===== src/two_wire_regs.svh =====
// Register offsets, field positions, reset values, status codes and timing counts
`ifndef TWO_WIRE_REGS_SVH
`define TWO_WIRE_REGS_SVH
`define OFS_BIT_RATE 8'hB8
`define OFS_STATUS 8'hB9
`define OFS_OWN_ADDR 8'hBA
`define OFS_DATA 8'hBB
`define OFS_CONTROL 8'hBC
`define RST_BIT_RATE 8'h00
`define RST_OWN_ADDR 8'hFE
`define RST_DATA 8'hFF
`define RST_PRESCALE 2'h0
`define CTL_FLAG 7
`define CTL_ACK_EN 6
`define CTL_START 5
`define CTL_STOP 4
`define CTL_WCOL 3
`define CTL_ENABLE 2
`define CTL_IRQ_EN 0
`define ADDR_GC_EN 0
`define CODE_MSB 7
`define CODE_LSB 3
`define GC_ADDR 7'h00
`define SC_IDLE 8'hF8
`define SC_BUS_ERR 8'h00
`define SC_START 8'h08
`define SC_RSTART 8'h10
`define SC_MTX_SLA_ACK 8'h18
`define SC_MTX_SLA_NACK 8'h20
`define SC_MTX_DATA_ACK 8'h28
`define SC_MTX_DATA_NACK 8'h30
`define SC_ARB_LOST 8'h38
`define SC_MRX_SLA_ACK 8'h40
`define SC_MRX_SLA_NACK 8'h48
`define SC_MRX_DATA_ACK 8'h50
`define SC_MRX_DATA_NACK 8'h58
`define SC_SRX_SLA 8'h60
`define SC_SRX_ARB_SLA 8'h68
`define SC_SRX_GC 8'h70
`define SC_SRX_ARB_GC 8'h78
`define SC_SRX_DATA_ACK 8'h80
`define SC_SRX_DATA_NACK 8'h88
`define SC_SRX_GC_ACK 8'h90
`define SC_SRX_GC_NACK 8'h98
`define SC_SRX_STOP 8'hA0
`define SC_STX_SLA 8'hA8
`define SC_STX_ARB_SLA 8'hB0
`define SC_STX_DATA_ACK 8'hB8
`define SC_STX_DATA_NACK 8'hC0
`define HALF_BASE 16'h0008
`define BIT_ERR_MIN 4'h2
`define ACK_SLOT 4'h8
`define BYTE_END 4'h9
`endif


===== src/two_wire_pkg.sv =====
// Types shared by the two-wire unit
package two_wire_pkg;
	typedef enum logic [2:0] {S_IDLE, S_START, S_BYTE, S_HOLD, S_STOP, S_ERROR} state_t;
endpackage : two_wire_pkg


===== src/bus_link_if.sv =====
// Sampled bus levels and bus events passed from the line monitor to the core
`timescale 1ns/1ps
interface bus_link_if;
	logic scl;
	logic sda;
	logic scl_rise;
	logic scl_fall;
	logic start_det;
	logic stop_det;
	logic busy;
	modport mon (output scl, sda, scl_rise, scl_fall, start_det, stop_det, busy);
	modport core (input scl, sda, scl_rise, scl_fall, start_det, stop_det, busy);
endinterface : bus_link_if


===== src/bus_monitor.sv =====
// Line synchroniser and START/STOP/edge detector for the two-wire bus
`timescale 1ns/1ps
module bus_monitor (
	// Clock and reset
	input wire logic mclk,
	input wire logic nrst,
	// Bus lines
	input wire logic scl_pin,
	input wire logic sda_pin,
	// Events
	bus_link_if.mon link
);
	logic [1:0] scl_sync_reg;
	logic [1:0] sda_sync_reg;
	logic scl_prev_reg;
	logic sda_prev_reg;
	logic busy_reg;

	always_ff @(posedge mclk) begin
		if (!nrst) begin
			scl_sync_reg <= 2'h3;
			sda_sync_reg <= 2'h3;
		end else begin
			scl_sync_reg <= {scl_sync_reg[0], scl_pin};
			sda_sync_reg <= {sda_sync_reg[0], sda_pin};
		end
	end

	always_ff @(posedge mclk) begin
		if (!nrst) begin
			scl_prev_reg <= 1'b1;
			sda_prev_reg <= 1'b1;
		end else begin
			scl_prev_reg <= scl_sync_reg[1];
			sda_prev_reg <= sda_sync_reg[1];
		end
	end

	assign link.scl = scl_sync_reg[1];
	assign link.sda = sda_sync_reg[1];
	assign link.scl_rise = scl_sync_reg[1] && !scl_prev_reg;
	assign link.scl_fall = !scl_sync_reg[1] && scl_prev_reg;
	// Data moving while the clock stays high marks START or STOP
	assign link.start_det = scl_sync_reg[1] && scl_prev_reg && sda_prev_reg && !sda_sync_reg[1];
	assign link.stop_det = scl_sync_reg[1] && scl_prev_reg && !sda_prev_reg && sda_sync_reg[1];
	assign link.busy = busy_reg;

	always_ff @(posedge mclk) begin
		if (!nrst) begin
			busy_reg <= 1'b0;
		end else if (link.start_det) begin
			busy_reg <= 1'b1;
		end else if (link.stop_det) begin
			busy_reg <= 1'b0;
		end
	end
endmodule : bus_monitor


===== src/i2c_unit.sv =====
// Byte-oriented two-wire unit: master/slave engine, bus error and arbitration handling
// How it works
// With the done flag clear the status field reads the idle code.
// Idle code also shows between states and when no transfer involves us.
// Software leaves data and control alone while idle code is shown.
// START or STOP inside a byte or acknowledge gives the bus-error code; the unit checks only from the second bit of a byte on.
// A bus error sets the done flag.
// Software recovers with stop request set and the done flag written one.
// Recovery enters unaddressed slave and clears the stop request only.
// Recovery releases both lines and sends no STOP.
// Repeated START keeps bus ownership without a STOP.
// Software does address-write then read as one repeated-START transfer.
// Masters sending identical bits see no contention.
// Released data line sampled low while clocking means arbitration lost.
// Arbitration lets the winner finish with no data lost.
// After losing, unaddressed unit idles or restarts as the start request says.
// Losing during the address turns the unit into a comparing slave.
// Addressed after losing, enter slave receive or transmit by direction bit.
// Lost and unaddressed gives a releasing code; addressed gives distinct codes.
// Status code sits in bits 7:3, prescaler in bits 1:0.
// While the done flag is set the clock line is held low, except after a bus error, unaddressed lost arbitration or a slave STOP, which release it.
// Bus-error detection runs whenever enabled, as master or slave; an unaddressed slave stops checking after the address byte.
//
// Implementation choices: the register offsets and the strobed register port.
`timescale 1ns/1ps
`include "two_wire_regs.svh"
module i2c_unit (
	// Clock and reset
	input wire logic mclk,
	input wire logic nrst,
	// Register port
	input wire logic [7:0] reg_addr,
	input wire logic [7:0] reg_wdata,
	input wire logic reg_write,
	input wire logic reg_read,
	output logic [7:0] reg_rdata,
	// Two-wire pins
	input wire logic scl_line,
	output logic scl_value,
	output logic scl_drive_en,
	input wire logic sda_line,
	output logic sda_value,
	output logic sda_drive_en
);
	function automatic logic hit(input logic [7:0] a, input logic [7:0] ofs);
		hit = (a == ofs);
	endfunction : hit

	bus_link_if link();

	bus_monitor u_mon (
		.mclk(mclk),
		.nrst(nrst),
		.scl_pin(scl_line),
		.sda_pin(sda_line),
		.link(link)
	);

	logic [7:0] rate_reg;
	logic [7:0] own_addr_reg;
	logic [7:0] data_reg;
	logic [1:0] prescale_reg;
	logic flag_reg;
	logic ack_en_reg;
	logic start_reg;
	logic stop_reg;
	logic wcol_reg;
	logic enable_reg;
	logic irq_en_reg;
	logic go_reg;
	logic [7:0] code_reg;
	logic set_pulse_reg;
	logic stop_clr_reg;
	logic latch_reg;
	two_wire_pkg::state_t state_reg;
	logic [1:0] phase_reg;
	logic [15:0] cnt_reg;
	logic [3:0] bit_cnt_reg;
	logic [7:0] shift_reg;
	logic master_reg;
	logic tx_reg;
	logic addr_phase_reg;
	logic addressed_reg;
	logic gc_reg;
	logic lost_reg;
	logic ack_seen_reg;
	logic leave_reg;
	logic scl_low_reg;
	logic sda_low_reg;
	logic ctl_wr;
	logic data_wr;
	logic timed;
	logic need_high;
	logic adv;
	logic own_hit;
	logic gc_hit;
	logic [15:0] half_len;

	assign ctl_wr = reg_write && hit(reg_addr, `OFS_CONTROL);
	assign data_wr = reg_write && hit(reg_addr, `OFS_DATA);
	assign half_len = `HALF_BASE + (16'(rate_reg) << {prescale_reg, 1'b0});
	assign own_hit = ack_en_reg && (shift_reg[7:1] == own_addr_reg[7:1]);
	assign gc_hit = ack_en_reg && own_addr_reg[`ADDR_GC_EN] && (shift_reg[7:1] == `GC_ADDR);

	// open-drain drive
	assign scl_value = 1'b0;
	assign sda_value = 1'b0;
	assign scl_drive_en = scl_low_reg;
	assign sda_drive_en = sda_low_reg;

	// Software-written configuration
	always_ff @(posedge mclk) begin
		if (!nrst) begin
			rate_reg <= `RST_BIT_RATE;
			own_addr_reg <= `RST_OWN_ADDR;
			prescale_reg <= `RST_PRESCALE;
		end else if (reg_write) begin
			if (hit(reg_addr, `OFS_BIT_RATE))
				rate_reg <= reg_wdata;
			if (hit(reg_addr, `OFS_OWN_ADDR))
				own_addr_reg <= reg_wdata;
			if (hit(reg_addr, `OFS_STATUS))
				prescale_reg <= reg_wdata[1:0];
		end
	end

	// Control bits
	always_ff @(posedge mclk) begin
		if (!nrst) begin
			ack_en_reg <= 1'b0;
			start_reg <= 1'b0;
			stop_reg <= 1'b0;
			enable_reg <= 1'b0;
			irq_en_reg <= 1'b0;
		end else if (ctl_wr) begin
			ack_en_reg <= reg_wdata[`CTL_ACK_EN];
			start_reg <= reg_wdata[`CTL_START];
			stop_reg <= reg_wdata[`CTL_STOP];
			enable_reg <= reg_wdata[`CTL_ENABLE];
			irq_en_reg <= reg_wdata[`CTL_IRQ_EN];
		end else if (stop_clr_reg) begin
			// hardware clears stop
			stop_reg <= 1'b0;
		end
	end

	// Done flag: a hardware set wins over a software clear
	always_ff @(posedge mclk) begin
		if (!nrst) begin
			flag_reg <= 1'b0;
			go_reg <= 1'b0;
		end else begin
			// flag set on event
			if (set_pulse_reg)
				flag_reg <= 1'b1;
			else if (ctl_wr && reg_wdata[`CTL_FLAG])
				flag_reg <= 1'b0;
			go_reg <= ctl_wr && reg_wdata[`CTL_FLAG] && flag_reg && !set_pulse_reg;
		end
	end

	// Data byte and write collision
	always_ff @(posedge mclk) begin
		if (!nrst) begin
			data_reg <= `RST_DATA;
			wcol_reg <= 1'b0;
		end else if (latch_reg) begin
			// received byte kept across arbitration loss
			data_reg <= shift_reg;
		end else if (data_wr) begin
			if (flag_reg) begin
				data_reg <= reg_wdata;
				wcol_reg <= 1'b0;
			end else begin
				wcol_reg <= 1'b1;
			end
		end
	end

	// Read data stands for one cycle only
	always_ff @(posedge mclk) begin
		if (!nrst || !reg_read) begin
			reg_rdata <= 8'h00;
		end else begin
			case (reg_addr)
				`OFS_BIT_RATE: reg_rdata <= rate_reg;
				// idle code unless flag set
				`OFS_STATUS: reg_rdata <= {(flag_reg ? code_reg[`CODE_MSB:`CODE_LSB] :
					5'(`SC_IDLE >> `CODE_LSB)), 1'b0, prescale_reg};
				`OFS_OWN_ADDR: reg_rdata <= own_addr_reg;
				`OFS_DATA: reg_rdata <= data_reg;
				`OFS_CONTROL: reg_rdata <= {flag_reg, ack_en_reg, start_reg, stop_reg,
					wcol_reg, enable_reg, 1'b0, irq_en_reg};
				default: reg_rdata <= 8'h00;
			endcase
		end
	end

	// Half-period timer for generated clock, START and STOP
	assign timed = (state_reg == two_wire_pkg::S_START) || (state_reg == two_wire_pkg::S_STOP) ||
		((state_reg == two_wire_pkg::S_BYTE) && master_reg);
	assign need_high = ((state_reg == two_wire_pkg::S_START) && (phase_reg != 2'h0) &&
		(phase_reg != 2'h3)) || ((state_reg == two_wire_pkg::S_STOP) && (phase_reg == 2'h1)) ||
		((state_reg == two_wire_pkg::S_BYTE) && master_reg && !scl_low_reg);
	assign adv = timed && (cnt_reg >= half_len);

	always_ff @(posedge mclk) begin
		if (!nrst || !timed || adv || (need_high && !link.scl))
			cnt_reg <= 16'h0000;
		else
			cnt_reg <= cnt_reg + 16'h0001;
	end

	// Bus engine
	always_ff @(posedge mclk) begin
		if (!nrst) begin
			state_reg <= two_wire_pkg::S_IDLE;
			phase_reg <= 2'h0;
			bit_cnt_reg <= 4'h0;
			shift_reg <= 8'h00;
			code_reg <= `SC_IDLE;
			master_reg <= 1'b0;
			tx_reg <= 1'b0;
			addr_phase_reg <= 1'b0;
			addressed_reg <= 1'b0;
			gc_reg <= 1'b0;
			lost_reg <= 1'b0;
			ack_seen_reg <= 1'b0;
			leave_reg <= 1'b0;
			scl_low_reg <= 1'b0;
			sda_low_reg <= 1'b0;
			set_pulse_reg <= 1'b0;
			stop_clr_reg <= 1'b0;
			latch_reg <= 1'b0;
		end else begin
			set_pulse_reg <= 1'b0;
			stop_clr_reg <= 1'b0;
			latch_reg <= 1'b0;
			if (!enable_reg) begin
				state_reg <= two_wire_pkg::S_IDLE;
				scl_low_reg <= 1'b0;
				sda_low_reg <= 1'b0;
				master_reg <= 1'b0;
			end else begin
				case (state_reg)
					two_wire_pkg::S_IDLE: begin
						scl_low_reg <= 1'b0;
						sda_low_reg <= 1'b0;
						master_reg <= 1'b0;
						addressed_reg <= 1'b0;
						if (link.start_det) begin
							state_reg <= two_wire_pkg::S_BYTE;
							tx_reg <= 1'b0;
							addr_phase_reg <= 1'b1;
							bit_cnt_reg <= 4'h0;
							lost_reg <= 1'b0;
						end else if (start_reg && !flag_reg && !link.busy) begin
							// new START once bus is free
							state_reg <= two_wire_pkg::S_START;
							phase_reg <= 2'h0;
						end
					end
					two_wire_pkg::S_START: begin
						if (adv) begin
							phase_reg <= phase_reg + 2'h1;
							case (phase_reg)
								2'h0: scl_low_reg <= 1'b0;
								2'h1: sda_low_reg <= 1'b1;
								2'h2: scl_low_reg <= 1'b1;
								default: begin
									// repeated START keeps ownership
									code_reg <= master_reg ? `SC_RSTART : `SC_START;
									master_reg <= 1'b1;
									addr_phase_reg <= 1'b1;
									tx_reg <= 1'b1;
									set_pulse_reg <= 1'b1;
									phase_reg <= 2'h0;
									state_reg <= two_wire_pkg::S_HOLD;
								end
							endcase
						end
					end
					two_wire_pkg::S_STOP: begin
						if (adv) begin
							phase_reg <= phase_reg + 2'h1;
							case (phase_reg)
								2'h0: scl_low_reg <= 1'b0;
								2'h1: sda_low_reg <= 1'b0;
								default: begin
									stop_clr_reg <= 1'b1;
									master_reg <= 1'b0;
									state_reg <= two_wire_pkg::S_IDLE;
								end
							endcase
						end
					end
					two_wire_pkg::S_BYTE: begin
						if ((link.start_det || link.stop_det) && bit_cnt_reg >= `BIT_ERR_MIN) begin
							// illegal START/STOP
							code_reg <= `SC_BUS_ERR;
							set_pulse_reg <= 1'b1;
							scl_low_reg <= 1'b0;
							sda_low_reg <= 1'b0;
							master_reg <= 1'b0;
							addressed_reg <= 1'b0;
							state_reg <= two_wire_pkg::S_ERROR;
						end else if ((link.start_det || link.stop_det) && !master_reg) begin
							if (addressed_reg) begin
								code_reg <= `SC_SRX_STOP;
								set_pulse_reg <= 1'b1;
							end
							sda_low_reg <= 1'b0;
							addressed_reg <= 1'b0;
							tx_reg <= 1'b0;
							addr_phase_reg <= 1'b1;
							bit_cnt_reg <= 4'h0;
							lost_reg <= 1'b0;
							state_reg <= link.start_det ? two_wire_pkg::S_BYTE : two_wire_pkg::S_IDLE;
						end else begin
							if (adv)
								scl_low_reg <= !scl_low_reg;
							if (link.scl_rise) begin
								bit_cnt_reg <= bit_cnt_reg + 4'h1;
								if (bit_cnt_reg < `ACK_SLOT)
									shift_reg <= {shift_reg[6:0], link.sda};
								else
									ack_seen_reg <= !link.sda;
								// released high but low seen
								if (master_reg && tx_reg && bit_cnt_reg < `ACK_SLOT &&
									!sda_low_reg && !link.sda) begin
									master_reg <= 1'b0;
									tx_reg <= 1'b0;
									lost_reg <= 1'b1;
									scl_low_reg <= 1'b0;
								end
							end
							if (link.scl_fall) begin
								if (bit_cnt_reg < `ACK_SLOT) begin
									sda_low_reg <= tx_reg && !shift_reg[7];
								end else if (bit_cnt_reg == `ACK_SLOT) begin
									if (addr_phase_reg && !master_reg) begin
										// compare address as slave
										sda_low_reg <= own_hit || gc_hit;
										addressed_reg <= own_hit || gc_hit;
										gc_reg <= gc_hit && !own_hit;
										// direction picks receive or transmit
										tx_reg <= own_hit && shift_reg[0];
									end else begin
										sda_low_reg <= !tx_reg && ack_en_reg &&
											(master_reg || addressed_reg);
									end
								end else begin
									sda_low_reg <= 1'b0;
									bit_cnt_reg <= 4'h0;
									addr_phase_reg <= 1'b0;
									lost_reg <= 1'b0;
									latch_reg <= 1'b1;
									phase_reg <= 2'h0;
									leave_reg <= 1'b0;
									if (master_reg) begin
										set_pulse_reg <= 1'b1;
										state_reg <= two_wire_pkg::S_HOLD;
										if (addr_phase_reg) begin
											tx_reg <= !shift_reg[0];
											if (shift_reg[0])
												code_reg <= ack_seen_reg ? `SC_MRX_SLA_ACK : `SC_MRX_SLA_NACK;
											else
												code_reg <= ack_seen_reg ? `SC_MTX_SLA_ACK : `SC_MTX_SLA_NACK;
										end else if (tx_reg) begin
											code_reg <= ack_seen_reg ? `SC_MTX_DATA_ACK : `SC_MTX_DATA_NACK;
										end else begin
											code_reg <= ack_seen_reg ? `SC_MRX_DATA_ACK : `SC_MRX_DATA_NACK;
										end
									end else if (addressed_reg) begin
										// addressed after loss gets own codes
										set_pulse_reg <= 1'b1;
										scl_low_reg <= 1'b1;
										leave_reg <= !addr_phase_reg && !ack_seen_reg;
										state_reg <= two_wire_pkg::S_HOLD;
										if (addr_phase_reg) begin
											if (tx_reg)
												code_reg <= lost_reg ? `SC_STX_ARB_SLA : `SC_STX_SLA;
											else if (gc_reg)
												code_reg <= lost_reg ? `SC_SRX_ARB_GC : `SC_SRX_GC;
											else
												code_reg <= lost_reg ? `SC_SRX_ARB_SLA : `SC_SRX_SLA;
										end else if (tx_reg) begin
											code_reg <= ack_seen_reg ? `SC_STX_DATA_ACK : `SC_STX_DATA_NACK;
										end else if (gc_reg) begin
											code_reg <= ack_seen_reg ? `SC_SRX_GC_ACK : `SC_SRX_GC_NACK;
										end else begin
											code_reg <= ack_seen_reg ? `SC_SRX_DATA_ACK : `SC_SRX_DATA_NACK;
										end
									end else begin
										// lost and unaddressed releases bus
										if (lost_reg) begin
											code_reg <= `SC_ARB_LOST;
											set_pulse_reg <= 1'b1;
										end
										state_reg <= two_wire_pkg::S_IDLE;
									end
								end
							end
						end
					end
					two_wire_pkg::S_HOLD: begin
						// clock held low while waiting
						if (phase_reg == 2'h1) begin
							scl_low_reg <= 1'b0;
							phase_reg <= 2'h0;
							state_reg <= two_wire_pkg::S_BYTE;
						end else if (go_reg) begin
							if (master_reg && start_reg) begin
								sda_low_reg <= 1'b0;
								state_reg <= two_wire_pkg::S_START;
							end else if (master_reg && stop_reg) begin
								sda_low_reg <= 1'b1;
								state_reg <= two_wire_pkg::S_STOP;
							end else if (!master_reg && (stop_reg || leave_reg)) begin
								stop_clr_reg <= stop_reg;
								scl_low_reg <= 1'b0;
								state_reg <= two_wire_pkg::S_IDLE;
							end else begin
								shift_reg <= data_reg;
								sda_low_reg <= tx_reg && !data_reg[7];
								bit_cnt_reg <= 4'h0;
								lost_reg <= 1'b0;
								if (master_reg)
									state_reg <= two_wire_pkg::S_BYTE;
								else
									phase_reg <= 2'h1;
							end
						end
					end
					two_wire_pkg::S_ERROR: begin
						// recovery releases lines, no STOP
						scl_low_reg <= 1'b0;
						sda_low_reg <= 1'b0;
						if (go_reg && stop_reg) begin
							stop_clr_reg <= 1'b1;
							state_reg <= two_wire_pkg::S_IDLE;
						end
					end
					default: state_reg <= two_wire_pkg::S_IDLE;
				endcase
			end
		end
	end
endmodule : i2c_unit


===== config.mk =====
export PLATFORM = sky130hd
export DESIGN_NAME = i2c_unit
export DESIGN_NICKNAME = d
export VERILOG_FILES = /design/src/two_wire_pkg.sv /design/src/bus_link_if.sv /design/src/bus_monitor.sv /design/src/i2c_unit.sv
export VERILOG_INCLUDE_DIRS = /design/src
export SDC_FILE = /design/constraint.sdc
export NUM_CORES = 1
export LEC_CHECK = 0
export BUFFER_PORTS_ARGS = -buffer_cell sky130_fd_sc_hd__buf_2
export CAP_MARGIN = 0
export CORE_MARGIN = 2
export CORE_UTILIZATION = 35
export CTS_BUF_LIST = sky130_fd_sc_hd__clkbuf_4 sky130_fd_sc_hd__clkbuf_8
export CTS_CLUSTER_DIAMETER = 50
export CTS_CLUSTER_SIZE = 28
export DETAILED_ROUTE_END_ITERATION = 8
export PLACE_DENSITY = 0.56
export SYNTH_ARGS = -nofsm -noshare
export SYNTH_HDL_FRONTEND = slang
export SYNTH_HIERARCHICAL = 1
export SYNTH_SLANG_ARGS = --single-unit

===== constraint.sdc =====
create_clock -name mclk -period 10.3 [get_ports mclk]
set_clock_uncertainty 0.15 [all_clocks]
set_input_delay 1.545 -clock mclk [delete_from_list [all_inputs] [get_ports mclk]]
set_output_delay 1.545 -clock mclk [all_outputs]
set_load 0.02 [all_outputs]

### Yosys cells after proc, flatten, opt, wreduce, memory -nomap -nowiden

Cells that the tools add are included.

* add/subtract/negate cells: 4
* magnitude comparators: 3
* equal/unequal tests: 61
* shift-type cells: 1
* muxes and demuxes: 213
* bitwise gates (word level): 9
* reduce and logical (&&, ||, !) cells: 115

Operators with widths (number)
* $mux W8: 26
* $mux W1: 105
* $mux W4: 18
* $mux W3: 18
* $logic_and A1 B1 Y1: 42
* $eq A8 B8 Y1 const B: 5
* $ne A2 B2 Y1 const B: 20
* $pmux W8 S5: 1
* $mux W2: 19
* $reduce_and A9 Y1: 4
* $pmux W8 S2: 2
* $mux W5: 6
* $ne A3 B3 Y1 const B: 10
* $mux W7: 4
* $reduce_and A11 Y1: 2
* $logic_not A1 Y1: 20
* $pmux W3 S6: 1
* $reduce_and A6 Y1: 3
* $reduce_bool A2 Y1: 9
* $add A16 B1 Y16 const B: 1
* $add A4 B16 Y16 const A: 1
* $ge A16 B16 Y1: 1
* $ne A4 B4 Y1 const B: 4
* $reduce_and A16 Y1: 1
* other kinds (41): 83

* flip-flop bits (word level): 103
* output and inout port bits: 12

### Longest topological paths before layout

* word-level depth: 15
* mapped depth: 16
* gate-level depth less buffers: 14

### Cells and area by module

The synthesis kept the hierarchy.

By module, submodules not included
* i2c_unit: instances 1, cells an instance 733, area an instance 5993.2 um^2
* bus_monitor: instances 1, cells an instance 22, area an instance 249.0 um^2

### Worst setup path after synthesis

No wires, ideal clock.

* kind: reg-to-reg
* start point: register prescale_reg[0]
* end point: register cnt_reg[6]
* setup time: 0.064 ns
* arrival time: 3.458 ns
* setup slack: 6.628 ns
* stages on the path, launching flop included: 16
* buffers on the path: 2
* cells stage by stage: dfxtp_1 clkbuf_1 mux4_2 and2_1 nand4_1 a21oi_1 xnor2_1 nand2_1 ha_1 a21oi_1 o21ai_0 a221oi_1 nand2_2 a2111o_2 buf_6 nor2_1

* longest elaborated chain between the ends: 6

RTL lines
* start, declared: RTL line i2c_unit.sv:62 `logic [1:0] prescale_reg;`
* start signal, assigned: RTL line i2c_unit.sv:116 `` prescale_reg <= `RST_PRESCALE; ``
* start signal, assigned: RTL line i2c_unit.sv:123 `prescale_reg <= reg_wdata[1:0];`
* $shl A8 B3 Y16: RTL line i2c_unit.sv:101 `` assign half_len = `HALF_BASE + (16'(rate_reg) << {prescale_reg, 1'b0}); ``
* $add A4 B16 Y16 (no line)
* $ge A16 B16 Y1: RTL line i2c_unit.sv:205 `assign adv = timed && (cnt_reg >= half_len);`
* $logic_and A1 B1 Y1: RTL line i2c_unit.sv:205
* $logic_or A1 B1 Y1 (2 in a row): RTL line i2c_unit.sv:208 `if (!nrst || !timed || adv || (need_high && !link.scl))`
* end signal, assigned: RTL line i2c_unit.sv:211 `cnt_reg <= cnt_reg + 16'h0001;`
* end, declared: RTL line i2c_unit.sv:77 `logic [15:0] cnt_reg;`

Every way passes these cells.
A chain may end at the register's enable or synchronous reset.

### Final worst setup path

* start point: register prescale_reg[0]
* end point: register cnt_reg[3]

The elaborated chain is that of the path after synthesis.

==> results by group <==
Status
  • Status: finished, final reports clean

Synthesis
  • Yosys cell types: 86
  • Synth Area in XOR/XNOR: 0.0407
  • Seq/Total Area, Yosys: 0.321
  • Mux cell area share after synthesis: 0.111
  • Largest cells by area after synthesis: dfxtp_1, mux2i_1, nor2_1
  • Fraction of registers with async set/reset: 0
  • Ys Warns: 6
  • Synth Register Bits: 100
  • Area share of fa/ha/maj cells after synthesis: 0.0541
  • Top cell type's share of synthesized area: 0.321
  • Yosys top cell by area: dfxtp_1
  • Top FF cell, synth: dfxtp_1
  • Synthesized area: about 0.0062 sq mm
  • Syn Area/Cell: 8.27 sq um
  • Largest family of logic cells by synthesized area: simple AND/OR/NAND/NOR gates
  • Simple-Gate Fraction of Synth Area: 0.253
  • Post-Syn Instances: 755
  • Post-synth EDFFs: 0
  • Complex-gate fraction of the synthesized area: 0.173

Cells and area
  • Post-Layout Cell Count: 991
  • Area growth syn-to-layout: 7.38%
  • Antenna cell count: 0
  • Fillcell total: 1813
  • Layout cells sized above 1: 0.121
  • Most common cell after layout, fill and taps aside: nor2_1
  • Max reg flops: 16
  • Most frequent cells in the layout: nor2_1, dfxtp_1, nand2_1, mux2i_1, a21oi_1
  • Fin nets: 810

Routing
  • Drt total wl: 17.3 mm
  • Total number of vias: 5488
  • Drt wl/cell: 17.5 um
  • DRT antenna net count: 0
  • DR iter-0 viols: 532
  • DRC violations left: 0
  • Initial DRT Pass Iterations: 6
  • Number of vias per cell: 5.54

Setup path
  • Most Frequent Cell on Critical Path: a21oi_1
  • CP Capture Type: register
  • Worst Path Arrival: 4330 ps
  • Cells along the critical path: mux4_2 > and2_1 > nand4_1 > a21oi_1 > xnor2_1 > nand2_1 > ha_1 > a21oi_1 > o21ai_0 > a221oi_1 > nand2_2 > a2111o_2 > nor2_1
  • Kind of cell adding the most delay to the critical path: compound AO/OA/AOI/OAI gates
  • Crit path buffers/inverters: 0
  • Worst path max stage delay: 770 ps
  • Critical Path Start Type: register
  • Critical path class: register to register
  • Largest fanout on the critical path: 18
  • Worst EP required: roughly 10000 ps
  • Slowest cell on crit path: dfxtp_1

Global route
  • Vias in the first global route: 5104
  • First-pass GRT wire length: 27.9 mm
  • Total Routing Usage GR: 0.191
  • Grt ovf: 0
  • Initial antenna violation count: 0
  • Largest net degree at the start of global routing: 40

Clocking
  • CTS root buf: clkbuf_8
  • Hold buffer count at cts: 0
  • Inserted Clock Buffers: 9
  • CTS Sinks: 100
  • Reg clk slew, reported paths: 100 ps
  • CTS H-tree depth: 3
  • CTS tree: built
  • Clk_lat worst skew: slightly below 400 ps
  • Setup bufs post-CTS: 0
  • CTS max path bufs: 2
  • Post-CTS resize count: 0

Power
  • P_leak: ~2.4 nW
  • VDD IR-drop max: 0.0651 mV
  • Pwr dens: 99.4 mW/mm^2
  • Power, Total: 0.666 mW

Floorplan
  • Die Span X: 138 um
  • Core area: approximately 0.017 sq mm
  • Row count: 48
  • Starting density of the core: 0.360
  • Die footprint: 0.0189 sq mm
  • Die H: around 140 um
  • Number of I/O pins: 34

Placed design
  • DP Wirelength: 12.5 mm
  • Placer Congestion: 0.930
  • IO buf count: 31
  • Dpl cells: 975

Timing
  • Setup violators final: 0
  • Final period utilization: 0.403
  • Fin Setup TNS: 0 ps
  • RSZ-0062 raised after global routing: false
  • Fin. Hold Viols: 0
  • Worst slew pin tran: 814 ps
  • Max_slew headroom: 0.457
  • Max Clk Rate: 241 MHz
  • Final Slew Violations: 0
  • Minimum period implied by the final worst setup slack: 4150 ps

Run
  • MaxCap Viol Count: 0

Worst hold path
  • Hold Path Class: register to register
==> logic make-up after synthesis <==
kind of cell / after synthesis
AOI/OAI and AO/OA: 156
xor gates and xnor gates: 29
adders and majority gates: 27
buffers and inverters: 65
DFF: 100
muxes: 62
other: 2
and+or+nand+nor: 314
==> power by group <==
part	switching, mW	leakage (nW)	internal (mW)
logic	0.0191	1.46	0.00987
clock network	0.148	0.0944	0.100
registers	0.00137	0.807	0.388
==> layout make-up <==
type / count / area [sq um] / share of cell area
multi-input combinational: 591 / 3950 / 0.590
sequential: 100 / 2000 / 0.299
tap: 225 / 282 / 0.0420
timing repair buffer: 36 / 193 / 0.0287
clock buffer: 11 / 145 / 0.0217
inverter: 23 / 86.3 / 0.0129
clock inverter: 5 / 42.5 / 0.00635
==> Yosys cell counts, types with 5 or more instances <==
| library cell | number |
|---|---|
| nand3_1 | 27 |
| a21oi_1 | 38 |
| nor4_1 | 7 |
| and2_1 | 6 |
| o21ai_0 | 33 |
| ha_1 | 27 |
| mux2i_1 | 41 |
| a31oi_1 | 5 |
| nor2b_1 | 9 |
| nand4_1 | 10 |
| inv_1 | 22 |
| nor2_1 | 103 |
| a211oi_1 | 13 |
| nand2_1 | 64 |
| xor2_1 | 8 |
| a222oi_1 | 5 |
| xnor2_1 | 21 |
| clkbuf_1 | 30 |
| and3_1 | 17 |
| o32ai_1 | 6 |
| nand2b_1 | 20 |
| mux2_2 | 16 |
| dfxtp_1 | 100 |
| nor3_1 | 17 |
| a22o_1 | 6 |
==> routing by layer <==
layer,track usage,vias to the layer above,share of wire
met4,0.0515,0,0.016
met5,0,-,0
met3,0.0438,23,0.059
met2,0.300,168,0.45
met1,0.262,2571,0.47
li1,-,2726,-
==> worst paths after layout <==
check	start	end	slack, ps	cells after the start
setup / recovery	prescale_reg[0]$_SDFFE_PN0P_	cnt_reg[3]$_SDFF_PP0_	6150	13
hold / removal	u_mon/scl_sync_reg[0]$_SDFF_PN1_	u_mon/scl_sync_reg[1]$_SDFF_PN1_	270	1
setup reg to reg	prescale_reg[0]$_SDFFE_PN0P_	cnt_reg[3]$_SDFF_PP0_	6150	13
hold reg to reg	u_mon/scl_sync_reg[0]$_SDFF_PN1_	u_mon/scl_sync_reg[1]$_SDFF_PN1_	270	1
==> through the flow <==
stage	hold WS (ps)	area, sq um	util	setup WS, ps
after floorplan	236	6250	-	6630
after global placement	243	6520	0.375	6270
after detailed placement	248	6520	0.375	6170
after CTS	273	6700	0.386	6140
after global routing	279	6700	0.386	5750
final	270	6700	0.386	6150
Note: power is estimated with default switching activity, not from simulation.
